## src/hdl/pasr_pkg.sv

```systemverilog
// package: register map, field positions, masks, zero constants and carrier types
package pasr_pkg;
    localparam logic [5:0] OFS_PARTNER = 6'h05;
    localparam logic [5:0] OFS_EXPANSION = 6'h06;
    localparam logic [5:0] OFS_VENDOR = 6'h10;
    // partner ability word, field positions
    localparam int PA_NEXT_PAGE = 15;
    localparam int PA_ACK = 14;
    localparam int PA_FAULT = 13;
    localparam int PA_PAUSE = 10;
    localparam int PA_T4 = 9;
    localparam int PA_FAST_FDX = 8;
    localparam int PA_FAST_HDX = 7;
    localparam int PA_TEN_FDX = 6;
    localparam int PA_TEN_HDX = 5;
    // bits 12..11 reserved
    localparam logic [15:0] PA_KEEP_MASK = 16'hE7FF;
    // expansion field positions
    localparam int EX_PDF = 4;
    localparam int EX_LP_NP = 3;
    localparam int EX_NP = 2;
    localparam int EX_PAGE = 1;
    localparam int EX_LP_AN = 0;
    // vendor config field positions
    localparam int VC_NIBBLE = 15;
    localparam int VC_SCR = 14;
    localparam int VC_ALIGN = 13;
    localparam int VC_ADPOK = 12;
    localparam int VC_REPEATER = 11;
    localparam int VC_FAST = 10;
    localparam int VC_RSVD9 = 9;
    localparam int VC_RMII = 8;
    localparam logic [15:0] ZERO16 = 16'h0000;
    localparam logic [31:0] ZERO32 = 32'h0000_0000;
    localparam logic [1:0] ZERO2 = 2'h0;

    typedef struct packed {
        logic read;
        logic write;
        logic [5:0] address;
        logic [31:0] writedata;
    } pasr_bus_req_t;

    typedef struct packed {
        logic waitrequest;
        logic [31:0] readdata;
    } pasr_bus_rsp_t;

    // events from the auto-negotiation engine
    typedef struct packed {
        logic wordValid;
        logic [15:0] word;
        logic partnerAnAble;
        logic pageReceived;
        logic parallelFault;
    } pasr_an_evt_t;

    // controls toward the datapath
    typedef struct packed {
        logic nibbleCodeSkip;
        logic scramblerSkip;
        logic symbolAlignSkip;
        logic adaptationOkSkip;
        logic repeaterMode;
        logic fastMode;
        logic reducedMii;
    } pasr_ctl_t;
endpackage

```

## src/hdl/pasr_regs.sv

```systemverilog
// auto-negotiation result and vendor configuration registers on avalon-mm
`timescale 1ns/100ps
`default_nettype none
module pasr_regs (
    // clock and reset
    input wire logic ref_clk,
    input wire logic reset_n,
    // register bus
    input wire pasr_pkg::pasr_bus_req_t busReq,
    output pasr_pkg::pasr_bus_rsp_t busRsp,
    // auto-negotiation engine
    input wire pasr_pkg::pasr_an_evt_t anEvt,
    // strap pins
    input wire logic repeaterStrap,
    input wire logic reducedMiiStrap,
    // datapath controls
    output pasr_pkg::pasr_ctl_t ctl
);
    import pasr_pkg::*;

    typedef struct packed {
        logic strapsTaken;
        logic [15:0] partnerAbility;
        logic partnerNpCapable;
        logic partnerAnCapable;
        logic nibbleCodeSkip;
        logic scramblerSkip;
        logic symbolAlignSkip;
        logic adaptationOkSkip;
        logic repeaterMode;
        logic fastMode;
        logic reducedMii;
        logic busy;
        logic waitreq;
        logic [31:0] readdata;
    } pasr_regs_t;

    pasr_regs_t state_q;
    pasr_regs_t state_d;
    logic [1:0] rstSync_q;
    logic rstN;
    logic start;
    logic faultFlag;
    logic pageFlag;
    logic readExpansion;
    logic accept;
    logic [15:0] expansionWord;
    logic [15:0] vendorWord;
    logic [15:0] readWord;

    // reset release through two flip-flops; only the second feeds the design
    always_ff @(posedge ref_clk or negedge reset_n) begin
        if (!reset_n) begin
            rstSync_q <= ZERO2;
        end else begin
            rstSync_q <= {rstSync_q[0], 1'b1};
        end
    end
    assign rstN = rstSync_q[1];

    // a request is answered in the cycle after it appears, one wait state;
    // read data and the read-clear of the flags are taken at the start edge
    assign start = (busReq.read || busReq.write) && !state_q.busy;
    assign accept = (busReq.read || busReq.write) && state_q.busy;
    assign readExpansion = start && busReq.read && (busReq.address == OFS_EXPANSION);

    pasr_sticky u_fault (
        .clk(ref_clk),
        .rstN(rstN),
        .setPulse(anEvt.parallelFault),
        .clrPulse(readExpansion),
        .flag(faultFlag)
    );

    pasr_sticky u_page (
        .clk(ref_clk),
        .rstN(rstN),
        .setPulse(anEvt.pageReceived),
        .clrPulse(readExpansion),
        .flag(pageFlag)
    );

    always_comb begin
        expansionWord = ZERO16;
        expansionWord[EX_PDF] = faultFlag;
        expansionWord[EX_LP_NP] = state_q.partnerNpCapable;
        expansionWord[EX_NP] = 1'b0;
        expansionWord[EX_PAGE] = pageFlag;
        expansionWord[EX_LP_AN] = state_q.partnerAnCapable;
    end

    always_comb begin
        vendorWord = ZERO16;
        vendorWord[VC_NIBBLE] = state_q.nibbleCodeSkip;
        vendorWord[VC_SCR] = state_q.scramblerSkip;
        vendorWord[VC_ALIGN] = state_q.symbolAlignSkip;
        vendorWord[VC_ADPOK] = state_q.adaptationOkSkip;
        vendorWord[VC_REPEATER] = state_q.repeaterMode;
        vendorWord[VC_FAST] = state_q.fastMode;
        vendorWord[VC_RSVD9] = 1'b1;
        vendorWord[VC_RMII] = state_q.reducedMii;
    end

    always_comb begin
        unique case (busReq.address)
            OFS_PARTNER: begin
                readWord = state_q.partnerAbility & PA_KEEP_MASK;
            end
            OFS_EXPANSION: begin
                readWord = expansionWord;
            end
            OFS_VENDOR: begin
                readWord = vendorWord;
            end
            default: begin
                readWord = ZERO16;
            end
        endcase
    end

    always_comb begin
        state_d = state_q;
        // partner word less reserved bits 12..11, including ack, next page, fault, pause, selector
        if (anEvt.wordValid) begin
            state_d.partnerAbility = anEvt.word & PA_KEEP_MASK;
        end
        state_d.partnerAnCapable = anEvt.partnerAnAble;
        state_d.partnerNpCapable = state_d.partnerAbility[PA_NEXT_PAGE];
        // straps are caught once, on the first clock after reset release
        if (!state_q.strapsTaken) begin
            state_d.strapsTaken = 1'b1;
            state_d.repeaterMode = repeaterStrap;
            state_d.reducedMii = reducedMiiStrap;
        end
        state_d.busy = 1'b0;
        state_d.waitreq = 1'b1;
        if (start) begin
            state_d.busy = 1'b1;
            state_d.waitreq = 1'b0;
            state_d.readdata = ZERO32;
            if (busReq.read) begin
                state_d.readdata = {ZERO16, readWord};
            end
        end
        if (accept) begin
            // only the vendor register takes writes; read-only words ignore them
            if (busReq.write && busReq.address == OFS_VENDOR) begin
                state_d.nibbleCodeSkip = busReq.writedata[VC_NIBBLE];
                state_d.scramblerSkip = busReq.writedata[VC_SCR];
                state_d.symbolAlignSkip = busReq.writedata[VC_ALIGN];
                state_d.adaptationOkSkip = busReq.writedata[VC_ADPOK];
                state_d.repeaterMode = busReq.writedata[VC_REPEATER];
                state_d.fastMode = busReq.writedata[VC_FAST];
                state_d.reducedMii = busReq.writedata[VC_RMII];
            end
        end
    end

    always_ff @(posedge ref_clk or negedge rstN) begin
        if (!rstN) begin
            state_q.strapsTaken <= 1'b0;
            state_q.partnerAbility <= ZERO16;
            state_q.partnerNpCapable <= 1'b0;
            state_q.partnerAnCapable <= 1'b0;
            state_q.nibbleCodeSkip <= 1'b0;
            state_q.scramblerSkip <= 1'b0;
            state_q.symbolAlignSkip <= 1'b0;
            state_q.adaptationOkSkip <= 1'b1;
            state_q.repeaterMode <= 1'b0;
            state_q.fastMode <= 1'b1;
            state_q.reducedMii <= 1'b0;
            state_q.busy <= 1'b0;
            state_q.waitreq <= 1'b1;
            state_q.readdata <= ZERO32;
        end else begin
            state_q.strapsTaken <= state_d.strapsTaken;
            state_q.partnerAbility <= state_d.partnerAbility;
            state_q.partnerNpCapable <= state_d.partnerNpCapable;
            state_q.partnerAnCapable <= state_d.partnerAnCapable;
            state_q.nibbleCodeSkip <= state_d.nibbleCodeSkip;
            state_q.scramblerSkip <= state_d.scramblerSkip;
            state_q.symbolAlignSkip <= state_d.symbolAlignSkip;
            state_q.adaptationOkSkip <= state_d.adaptationOkSkip;
            state_q.repeaterMode <= state_d.repeaterMode;
            state_q.fastMode <= state_d.fastMode;
            state_q.reducedMii <= state_d.reducedMii;
            state_q.busy <= state_d.busy;
            state_q.waitreq <= state_d.waitreq;
            state_q.readdata <= state_d.readdata;
        end
    end

    assign busRsp.waitrequest = state_q.waitreq;
    assign busRsp.readdata = state_q.readdata;
    assign ctl.nibbleCodeSkip = state_q.nibbleCodeSkip;
    assign ctl.scramblerSkip = state_q.scramblerSkip;
    assign ctl.symbolAlignSkip = state_q.symbolAlignSkip;
    assign ctl.adaptationOkSkip = state_q.adaptationOkSkip;
    assign ctl.repeaterMode = state_q.repeaterMode;
    assign ctl.fastMode = state_q.fastMode;
    assign ctl.reducedMii = state_q.reducedMii;

    chk_partner_word: assert property (@(posedge ref_clk) disable iff (!rstN)
        anEvt.wordValid |=> state_q.partnerAbility == ($past(anEvt.word) & PA_KEEP_MASK))
        else $error("partner word not captured");
    chk_ack_follows: assert property (@(posedge ref_clk) disable iff (!rstN)
        !anEvt.wordValid |=> $stable(state_q.partnerAbility[PA_ACK]))
        else $error("acknowledge changed without a word");
    chk_next_page_word: assert property (@(posedge ref_clk) disable iff (!rstN)
        anEvt.wordValid |=> state_q.partnerAbility[PA_NEXT_PAGE] == $past(anEvt.word[PA_NEXT_PAGE]))
        else $error("next page bit not captured");
    chk_fault_word: assert property (@(posedge ref_clk) disable iff (!rstN)
        anEvt.wordValid |=> state_q.partnerAbility[PA_FAULT] == $past(anEvt.word[PA_FAULT]))
        else $error("remote fault bit not captured");
    chk_pause_word: assert property (@(posedge ref_clk) disable iff (!rstN)
        anEvt.wordValid |=> state_q.partnerAbility[PA_PAUSE] == $past(anEvt.word[PA_PAUSE]))
        else $error("pause bit not captured");
    chk_tech_word: assert property (@(posedge ref_clk) disable iff (!rstN)
        anEvt.wordValid |=> state_q.partnerAbility[PA_T4:PA_TEN_HDX] == $past(anEvt.word[PA_T4:PA_TEN_HDX]))
        else $error("technology bits not captured");
    chk_selector_word: assert property (@(posedge ref_clk) disable iff (!rstN)
        anEvt.wordValid |=> state_q.partnerAbility[PA_TEN_HDX - 1:0] == $past(anEvt.word[PA_TEN_HDX - 1:0]))
        else $error("selector field not captured");
    chk_ro_write: assert property (@(posedge ref_clk) disable iff (!rstN)
        (accept && busReq.write && !anEvt.wordValid) |=> $stable(state_q.partnerAbility))
        else $error("write changed read-only register");

    chk_partner_read: assert property (@(posedge ref_clk) disable iff (!rstN)
        (start && busReq.read && busReq.address == OFS_PARTNER)
            |=> busRsp.readdata == {ZERO16, $past(state_q.partnerAbility)})
        else $error("partner read data wrong");
    chk_reserved_zero: assert property (@(posedge ref_clk) disable iff (!rstN)
        (start && busReq.read && busReq.address == OFS_PARTNER) |=> busRsp.readdata[12:11] == ZERO2)
        else $error("reserved partner bits not zero");
    chk_expansion_hi: assert property (@(posedge ref_clk) disable iff (!rstN)
        (start && busReq.read && busReq.address == OFS_EXPANSION) |=> busRsp.readdata[15:5] == 11'h000)
        else $error("reserved expansion bits not zero");
    chk_np_zero: assert property (@(posedge ref_clk) disable iff (!rstN)
        (start && busReq.read && busReq.address == OFS_EXPANSION) |=> !busRsp.readdata[EX_NP])
        else $error("local next page bit set");
    chk_lp_np_read: assert property (@(posedge ref_clk) disable iff (!rstN)
        (start && busReq.read && busReq.address == OFS_EXPANSION)
            |=> busRsp.readdata[EX_LP_NP] == $past(state_q.partnerNpCapable))
        else $error("partner next page capable not reported");
    chk_an_read: assert property (@(posedge ref_clk) disable iff (!rstN)
        (start && busReq.read && busReq.address == OFS_EXPANSION)
            |=> busRsp.readdata[EX_LP_AN] == $past(state_q.partnerAnCapable))
        else $error("partner autoneg capable not reported");
    chk_fault_read: assert property (@(posedge ref_clk) disable iff (!rstN)
        (start && busReq.read && busReq.address == OFS_EXPANSION) |=> busRsp.readdata[EX_PDF] == $past(faultFlag))
        else $error("fault flag not reported");
    chk_page_read: assert property (@(posedge ref_clk) disable iff (!rstN)
        (start && busReq.read && busReq.address == OFS_EXPANSION) |=> busRsp.readdata[EX_PAGE] == $past(pageFlag))
        else $error("page flag not reported");
    chk_reserved_one: assert property (@(posedge ref_clk) disable iff (!rstN)
        (start && busReq.read && busReq.address == OFS_VENDOR) |=> busRsp.readdata[VC_RSVD9])
        else $error("vendor reserved bit not one");
    chk_unmapped_zero: assert property (@(posedge ref_clk) disable iff (!rstN)
        (start && busReq.read && busReq.address != OFS_PARTNER && busReq.address != OFS_EXPANSION
            && busReq.address != OFS_VENDOR) |=> busRsp.readdata == ZERO32)
        else $error("unmapped read not zero");

    chk_fault_set: assert property (@(posedge ref_clk) disable iff (!rstN)
        anEvt.parallelFault |=> faultFlag)
        else $error("fault flag not set");
    chk_page_set: assert property (@(posedge ref_clk) disable iff (!rstN)
        anEvt.pageReceived |=> pageFlag)
        else $error("page flag not set");
    chk_fault_hold: assert property (@(posedge ref_clk) disable iff (!rstN)
        (faultFlag && !readExpansion) |=> faultFlag)
        else $error("fault flag dropped without read");
    chk_fault_clear: assert property (@(posedge ref_clk) disable iff (!rstN)
        (readExpansion && !anEvt.parallelFault) |=> !faultFlag)
        else $error("fault flag not cleared on read");
    chk_page_hold: assert property (@(posedge ref_clk) disable iff (!rstN)
        (pageFlag && !readExpansion) |=> pageFlag)
        else $error("page flag dropped without read");
    chk_page_clear: assert property (@(posedge ref_clk) disable iff (!rstN)
        (readExpansion && !anEvt.pageReceived) |=> !pageFlag)
        else $error("page flag not cleared on read");
    chk_an_able: assert property (@(posedge ref_clk) disable iff (!rstN)
        1'b1 |=> state_q.partnerAnCapable == $past(anEvt.partnerAnAble))
        else $error("autoneg capable not followed");
    chk_flag_write: assert property (@(posedge ref_clk) disable iff (!rstN)
        (accept && busReq.write && !anEvt.pageReceived && !anEvt.parallelFault)
            |=> $stable(pageFlag) && $stable(faultFlag))
        else $error("write changed expansion flags");

    chk_vendor_write: assert property (@(posedge ref_clk) disable iff (!rstN)
        (accept && busReq.write && busReq.address == OFS_VENDOR)
        |=> ctl.scramblerSkip == $past(busReq.writedata[VC_SCR])
            && ctl.nibbleCodeSkip == $past(busReq.writedata[VC_NIBBLE]))
        else $error("vendor write not applied");
    chk_align_write: assert property (@(posedge ref_clk) disable iff (!rstN)
        (accept && busReq.write && busReq.address == OFS_VENDOR)
            |=> ctl.symbolAlignSkip == $past(busReq.writedata[VC_ALIGN]))
        else $error("alignment skip not written");
    chk_repeater_write: assert property (@(posedge ref_clk) disable iff (!rstN)
        (accept && busReq.write && busReq.address == OFS_VENDOR)
            |=> ctl.repeaterMode == $past(busReq.writedata[VC_REPEATER]))
        else $error("repeater bit not written");
    chk_fast_write: assert property (@(posedge ref_clk) disable iff (!rstN)
        (accept && busReq.write && busReq.address == OFS_VENDOR)
            |=> ctl.fastMode == $past(busReq.writedata[VC_FAST]))
        else $error("fast mode bit not written");
    chk_rmii_write: assert property (@(posedge ref_clk) disable iff (!rstN)
        (accept && busReq.write && busReq.address == OFS_VENDOR)
            |=> ctl.reducedMii == $past(busReq.writedata[VC_RMII]))
        else $error("reduced interface bit not written");
    chk_vendor_hold: assert property (@(posedge ref_clk) disable iff (!rstN)
        (state_q.strapsTaken && !(accept && busReq.write && busReq.address == OFS_VENDOR))
            |=> $stable(ctl))
        else $error("controls changed without a write");
    chk_strap_repeater: assert property (@(posedge ref_clk) disable iff (!rstN)
        !state_q.strapsTaken |=> ctl.repeaterMode == $past(repeaterStrap))
        else $error("repeater strap not captured");
    chk_strap_rmii: assert property (@(posedge ref_clk) disable iff (!rstN)
        !state_q.strapsTaken |=> ctl.reducedMii == $past(reducedMiiStrap))
        else $error("reduced interface strap not captured");

    chk_one_wait: assert property (@(posedge ref_clk) disable iff (!rstN)
        ((busReq.read || busReq.write) && busRsp.waitrequest) |=> !busRsp.waitrequest)
        else $error("request not answered in one cycle");
    chk_rsp_pulse: assert property (@(posedge ref_clk) disable iff (!rstN)
        !busRsp.waitrequest |=> busRsp.waitrequest)
        else $error("answer stood longer than one cycle");
endmodule
`default_nettype wire

```

## src/hdl/pasr_sticky.sv

```systemverilog
// sticky flag that sets from hardware and clears when read; the set wins
`timescale 1ns/100ps
`default_nettype none
module pasr_sticky (
    // clock and reset
    input wire logic clk,
    input wire logic rstN,
    // set and clear
    input wire logic setPulse,
    input wire logic clrPulse,
    // state
    output logic flag
);
    typedef struct packed {
        logic flag;
    } pasr_sticky_t;

    pasr_sticky_t state_q;
    pasr_sticky_t state_d;

    always_comb begin
        state_d = state_q;
        if (setPulse) begin
            state_d.flag = 1'b1;
        end else if (clrPulse) begin
            state_d.flag = 1'b0;
        end
    end

    always_ff @(posedge clk or negedge rstN) begin
        if (!rstN) begin
            state_q <= '0;
        end else begin
            state_q <= state_d;
        end
    end

    assign flag = state_q.flag;

    chk_set_wins: assert property (@(posedge clk) disable iff (!rstN)
        setPulse |=> flag) else $error("sticky flag lost a set");
    chk_clear_read: assert property (@(posedge clk) disable iff (!rstN)
        (clrPulse && !setPulse) |=> !flag) else $error("sticky flag not cleared");
endmodule
`default_nettype wire

```

## config.mk

```make
export PLATFORM = sky130hd
export DESIGN_NAME = pasr_regs
export DESIGN_NICKNAME = d
export VERILOG_FILES = /design/src/hdl/pasr_pkg.sv /design/src/hdl/pasr_regs.sv /design/src/hdl/pasr_sticky.sv
export SDC_FILE = /design/constraint.sdc
export NUM_CORES = 1
export LEC_CHECK = 0
export ABC_AREA = 1
export BUFFER_PORTS_ARGS = -buffer_cell sky130_fd_sc_hd__buf_2
export CAP_MARGIN = 20
export CORE_MARGIN = 3
export CORE_UTILIZATION = 30
export DETAILED_ROUTE_END_ITERATION = 12
export GPL_ROUTABILITY_DRIVEN = 0
export GPL_TIMING_DRIVEN = 1
export PLACE_DENSITY = 0.63
export SLEW_MARGIN = 0
export SYNTH_ARGS = -nofsm -noshare
export SYNTH_HDL_FRONTEND = slang
export SYNTH_HIERARCHICAL = 1
export SYNTH_SLANG_ARGS = --single-unit
```

## constraint.sdc

```tcl
create_clock -name ref_clk -period 2.95 [get_ports ref_clk]
set_input_delay 0.295 -clock ref_clk [delete_from_list [all_inputs] [get_ports ref_clk]]
set_output_delay 0.295 -clock ref_clk [all_outputs]
set_load 0.02 [all_outputs]
```

# After elaboration in Yosys (flattened, before gate mapping)
# Cells that the tools add are included.
[totals]
latchBits = 0
romBits = 0
register_bits = 61
mem_bits_rw = 0
out_inout_bits = 40
memories = 0
inputBits = 64
[op_classes]
reduce_logical = 10
n_shift = 0
magnitude_cmp = 0
n_mux = 10
multipliers = 0
bitwise_logic = 0
n_eq_ne = 3
add_sub_neg = 0
div_mod_pow = 0
[op_table]
columns = ["operator", "count"]
rows = [
  ["16-bit case mux with 3 select lines", 1],
  ["34-bit 2-to-1 mux", 1],
  ["16-bit 2-to-1 mux", 1],
  ["6-bit by 3-bit equality test with 1-bit output (second input constant)", 2],
  ["6-bit by 5-bit equality test with 1-bit output (second input constant)", 1],
  ["3-bit 2-to-1 mux", 2],
  ["1-bit logical AND", 5],
  ["1-bit 2-to-1 mux", 5],
  ["2-bit nonzero test", 2],
  ["2-bit AND reduction", 1],
  ["1-bit zero test", 1],
  ["1-bit logical OR", 1],
]

# Depth between registers and ports, before layout
[depth]
ltp_word = 6
depth_mapped = 7
depth_no_buf = 7

# Cells and area by module
# The synthesis kept the hierarchy.
[by_module_without_submodules]
columns = ["module", "instances", "area_per_inst_um2", "cells_per_inst"]
rows = [
  ["pasr_regs", 1, 2243.4, 233],
  ["pasr_sticky", 2, 40.0, 5],
]

# Worst setup path after synthesis
# OpenSTA, ideal clock, no wires.
[synth_path]
path_type = "register -> register"
start = "register state_q[33] in the netlist's numbering"
end = "register u_fault.state_q, in the netlist u_fault/flag"
path_stages_with_launch = 8
synth_period_minus_slack_ns = 1.308
required_time_ns = 2.834
slack_ns = 1.642
setup_time_ns = 0.116
arrival_time_ns = 1.191
cell_sequence = "dfrtp_1 buf_4 o21bai_4 buf_6 nor4_2 inv_1 nand2_1 nand2_1"
[synth_via]
elab_chain_cells = 5
[synth_lines]
columns = ["element", "line", "rtl"]
rows = [
  ["start: declaration", "pasr_regs.sv:38", "pasr_regs_t state_q;"],
  ["1-bit zero test", "pasr_regs.sv:63", "assign start = (busReq.read || busReq.write) && !state_q.busy;"],
  ["1-bit logical AND", "pasr_regs.sv:63", ""],
  ["1-bit logical AND (2 in a row)", "pasr_regs.sv:65", "assign readExpansion = start && busReq.read && (busReq.address == OFS_EXPANSION);"],
  ["net readExpansion", "pasr_regs.sv:45", "logic readExpansion;"],
  ["2-bit nonzero test (no source line)", "-", ""],
  ["end signal: assignment", "pasr_sticky.sv:34", "state_q <= state_d;"],
  ["end: declaration", "pasr_sticky.sv:18", "pasr_sticky_t state_q;"],
]
# The timed path passes the listed nets, and every way through them passes these cells.
# A chain may end at the register's enable or synchronous reset.

# Worst setup path after layout
[layout_path]
start = "register state_q[33] in the netlist's numbering"
end = "register state_q, in the netlist busRsp[1]"
[layout_via]
elab_chain_cells = 2
[layout_lines]
columns = ["element", "line", "rtl"]
rows = [
  ["1-bit zero test", "pasr_regs.sv:63", ""],
  ["1-bit logical AND", "pasr_regs.sv:63", ""],
  ["net start", "pasr_regs.sv:42", "logic start;"],
]
# The timed path passes the listed nets, and every way through them passes these cells.

==> flow_summary_export.csv <==
group,metric,value,unit
final_layout,final_cells,381,
final_layout,syn2layout_area_growth,9.85,%
logic_synthesis,synthCells,243,
placed_design,dp_hpwl,3470,um
logic_synthesis,ys_seq_area_frac,0.486,
global_routing,grt_pass1_wl,7420,um
setup_path,max_stage_delay,0.55,ns
clocking,htree_num_levels,2,
drt,detail_route.iter0.violations,63,
timing,tightest_slew,0.910,ns
final_layout,multi_input_area,841,um2
logic_synthesis,async_flop_share,1.00,
timing,finalClockSkew,0.00569,ns
drt,dr.pass1.iters,4,
clocking,cts-root-buf,"clkbuf_8",
setup_path,cp.arrival,1.74,ns
clocking,cts_tree,"built",
clocking,clk_pin_slew_worst_paths,0.08,ns
drt,wire_per_inst,11.8,um
final_layout,final_common_cell,"nand2_1",
drt,drc,0,
logic_synthesis,synth_edf_count,0,
final_layout,nFillCells,799,
final_layout,ff_latch_area,0.00113,mm2
floorplanning,core,0.00737,mm2
logic_synthesis,synth_area,0.00232,mm2
clocking,post-cts-setup-buffers,0,
clocking,cts_resized,0,
floorplanning,row_count,31,
flow_run,cap_violations,0,
logic_synthesis,synth_cell_type_count,26,
floorplanning,dieArea,0.00884,mm2
logic_synthesis,syn_area_per_cell,9.56,um2
timing,relSlewSlack,0.393,
placed_design,place.port_buffers,60,
timing,setup_viol,0,
timing,rsz0062_at_grt,"false",
final_layout,num_antenna_cells,0,
outcome,status,"finished, final reports clean",
clocking,clock_latency,0.29,ns
power_and_ir_drop,peakVddDrop,0.234,mV
global_routing,grt_overflow,0,
logic_synthesis,ys_ff_latch,45,
setup_path,critical_path_required,3.13,ns
setup_path,cp_max_fo,20,
timing,period_minus_slack,1.56,ns
logic_synthesis,synthFlopType,"dfrtp_1",
global_routing,grt_start_max_net_pins,44,
floorplanning,die_h,94.0,um
timing,period_share,0.528,
placed_design,dp_cells,372,
hold_path,hold_class,"input pin to flip-flop",
final_layout,layout_common_cells,"nand2_1 (63), buf_2 (60), dfrtp_1 (41)",
logic_synthesis,synth-warning-count,6,
clocking,hold_buffers,1,
setup_path,crit_chain,"o21bai_4 -> clkinv_2 -> nand3_1 -> nand2_1",
final_layout,drive_above_1_share,0.337,
timing,finalMaxSlewViolations,0,
clocking,cts_buffers,5,
clocking,clkSinkCount,45,
timing,finalSetupTns,0,ns
global_routing,antenna_found_initial,0,
setup_path,crit_path_top_delay_cell,"dfrtp_1",
setup_path,critical_path_class,"flip-flop to flip-flop",
setup_path,end_kind,"flip-flop",
global_routing,grtUsageTotal,0.107,
floorplanning,io_pins,104,
global_routing,grt_pass1_vias,1497,
drt,via_count,1569,
clocking,clockBufferDepth,2,
setup_path,start_kind,"flip-flop",
floorplanning,fp.dieW,94.0,um
drt,antenna_left,0,
timing,hold_viol_final,0,
power_and_ir_drop,power_density,471,mW/mm2
final_layout,finalNetCount,345,
drt,wirelength,4490,um
timing,timing.fmax,642,MHz
floorplanning,floorplan.initialDensity,0.315,
drt,vias_per_cell,4.12,
power_and_ir_drop,power_leakage,1.39,nW
[critical path, delay by kind of cell (launching register included)]
kind                   cells  cell delay, ns
AND/OR/NAND/NOR            2            0.24
flip-flops                 1            0.55
buffers and inverters      1            0.30
AO/OA/AOI/OAI              1            0.36
[sequential cells by signal, indices dropped and copies added, names as in the netlist]
name           flops
state_q           16
busRsp            17
ctl                7
u_fault/flag       1
rstSync_q          2
u_page/flag        1
expansionWord      1
[power breakdown]
group,leakage (nW),internal (W),switching (W)
combinational,0.788,0.0000534,0.000101
clock,0.0422,0.000166,0.000193
sequential,0.560,0.000654,0.0000332
[final timing paths]
path                               from               end  slack [ns]  depth (start not counted)
min in group asynchronous       reset_n      rstSync_q[1]        0.32                          2
hold / removal                 anEvt[2]  expansionWord[0]        0.12                          1
max in group asynchronous  rstSync_q[1]       state_q[44]        1.97                          0
setup / recovery            state_q[33]         busRsp[1]        1.39                          4
hold reg to reg            rstSync_q[0]      rstSync_q[1]        0.36                          0
setup reg to reg            state_q[33]         busRsp[1]        1.39                          4
[logic make-up (layout without fill, tap and decap cells)]
kind of cell / after synthesis / count (layout) / synth area share
AO/OA/AOI/OAI: 11 / 11 / 0.0361
buffers and inverters: 63 / 86 / 0.178
flip-flops: 45 / 45 / 0.486
multiplexers: 12 / 12 / 0.0582
other: 2 / 18 / 0.00323
AND/OR/NAND/NOR: 110 / 110 / 0.239
[per-layer routing]
layer / track usage / vias up / part of all wire
met1: 0.149 / 714 / 0.48
met3: 0.0321 / 4 / 0.070
met2: 0.160 / 59 / 0.44
met5: 0 / - / 0
li1: - / 792 / -
met4: 0.0289 / 0 / 0.0087
[final cells by class]
type / count / share of cell area
Sequential cell: 45 / 0.443
Multi-Input combinational cell: 151 / 0.329
Timing Repair Buffer: 61 / 0.122
Tap cell: 99 / 0.0485
Clock buffer: 7 / 0.0299
Inverter: 17 / 0.0255
Clock inverter: 1 / 0.00196
[synth_stat cells, types with 3 or more instances]
| cell type | instances | share of area |
|---|---|---|
| nor2_4 | 3 | 0.015 |
| inv_1 | 12 | 0.019 |
| dfstp_2 | 3 | 0.034 |
| o21ai_1 | 6 | 0.013 |
| inv_2 | 3 | 0.0048 |
| o21ai_2 | 4 | 0.015 |
| mux2_1 | 10 | 0.048 |
| dfrtp_1 | 42 | 0.45 |
| nand4_1 | 5 | 0.013 |
| buf_4 | 42 | 0.14 |
| nor2_2 | 4 | 0.011 |
| nand2_1 | 63 | 0.10 |
| nand3_1 | 28 | 0.060 |
[stage by stage]
stage | instance area (um2) | hold slack [ns] | power [W] | utilization | setup WS (ns)
finish | 2550 | 0.116 | 0.00120 | 0.346 | 1.39
global route | 2550 | 0.0993 | 0.00127 | 0.346 | 1.26
CTS | 2550 | 0.111 | 0.00122 | 0.346 | 1.40
detailed placement | 2460 | 0.0812 | 0.000856 | 0.334 | 1.31
global placement | 2460 | 0.0801 | 0.000854 | 0.334 | 1.31
floorplan | 2380 | -0.000591 | 0.000836 | - | 1.61
(Power assumes the default switching activity.)
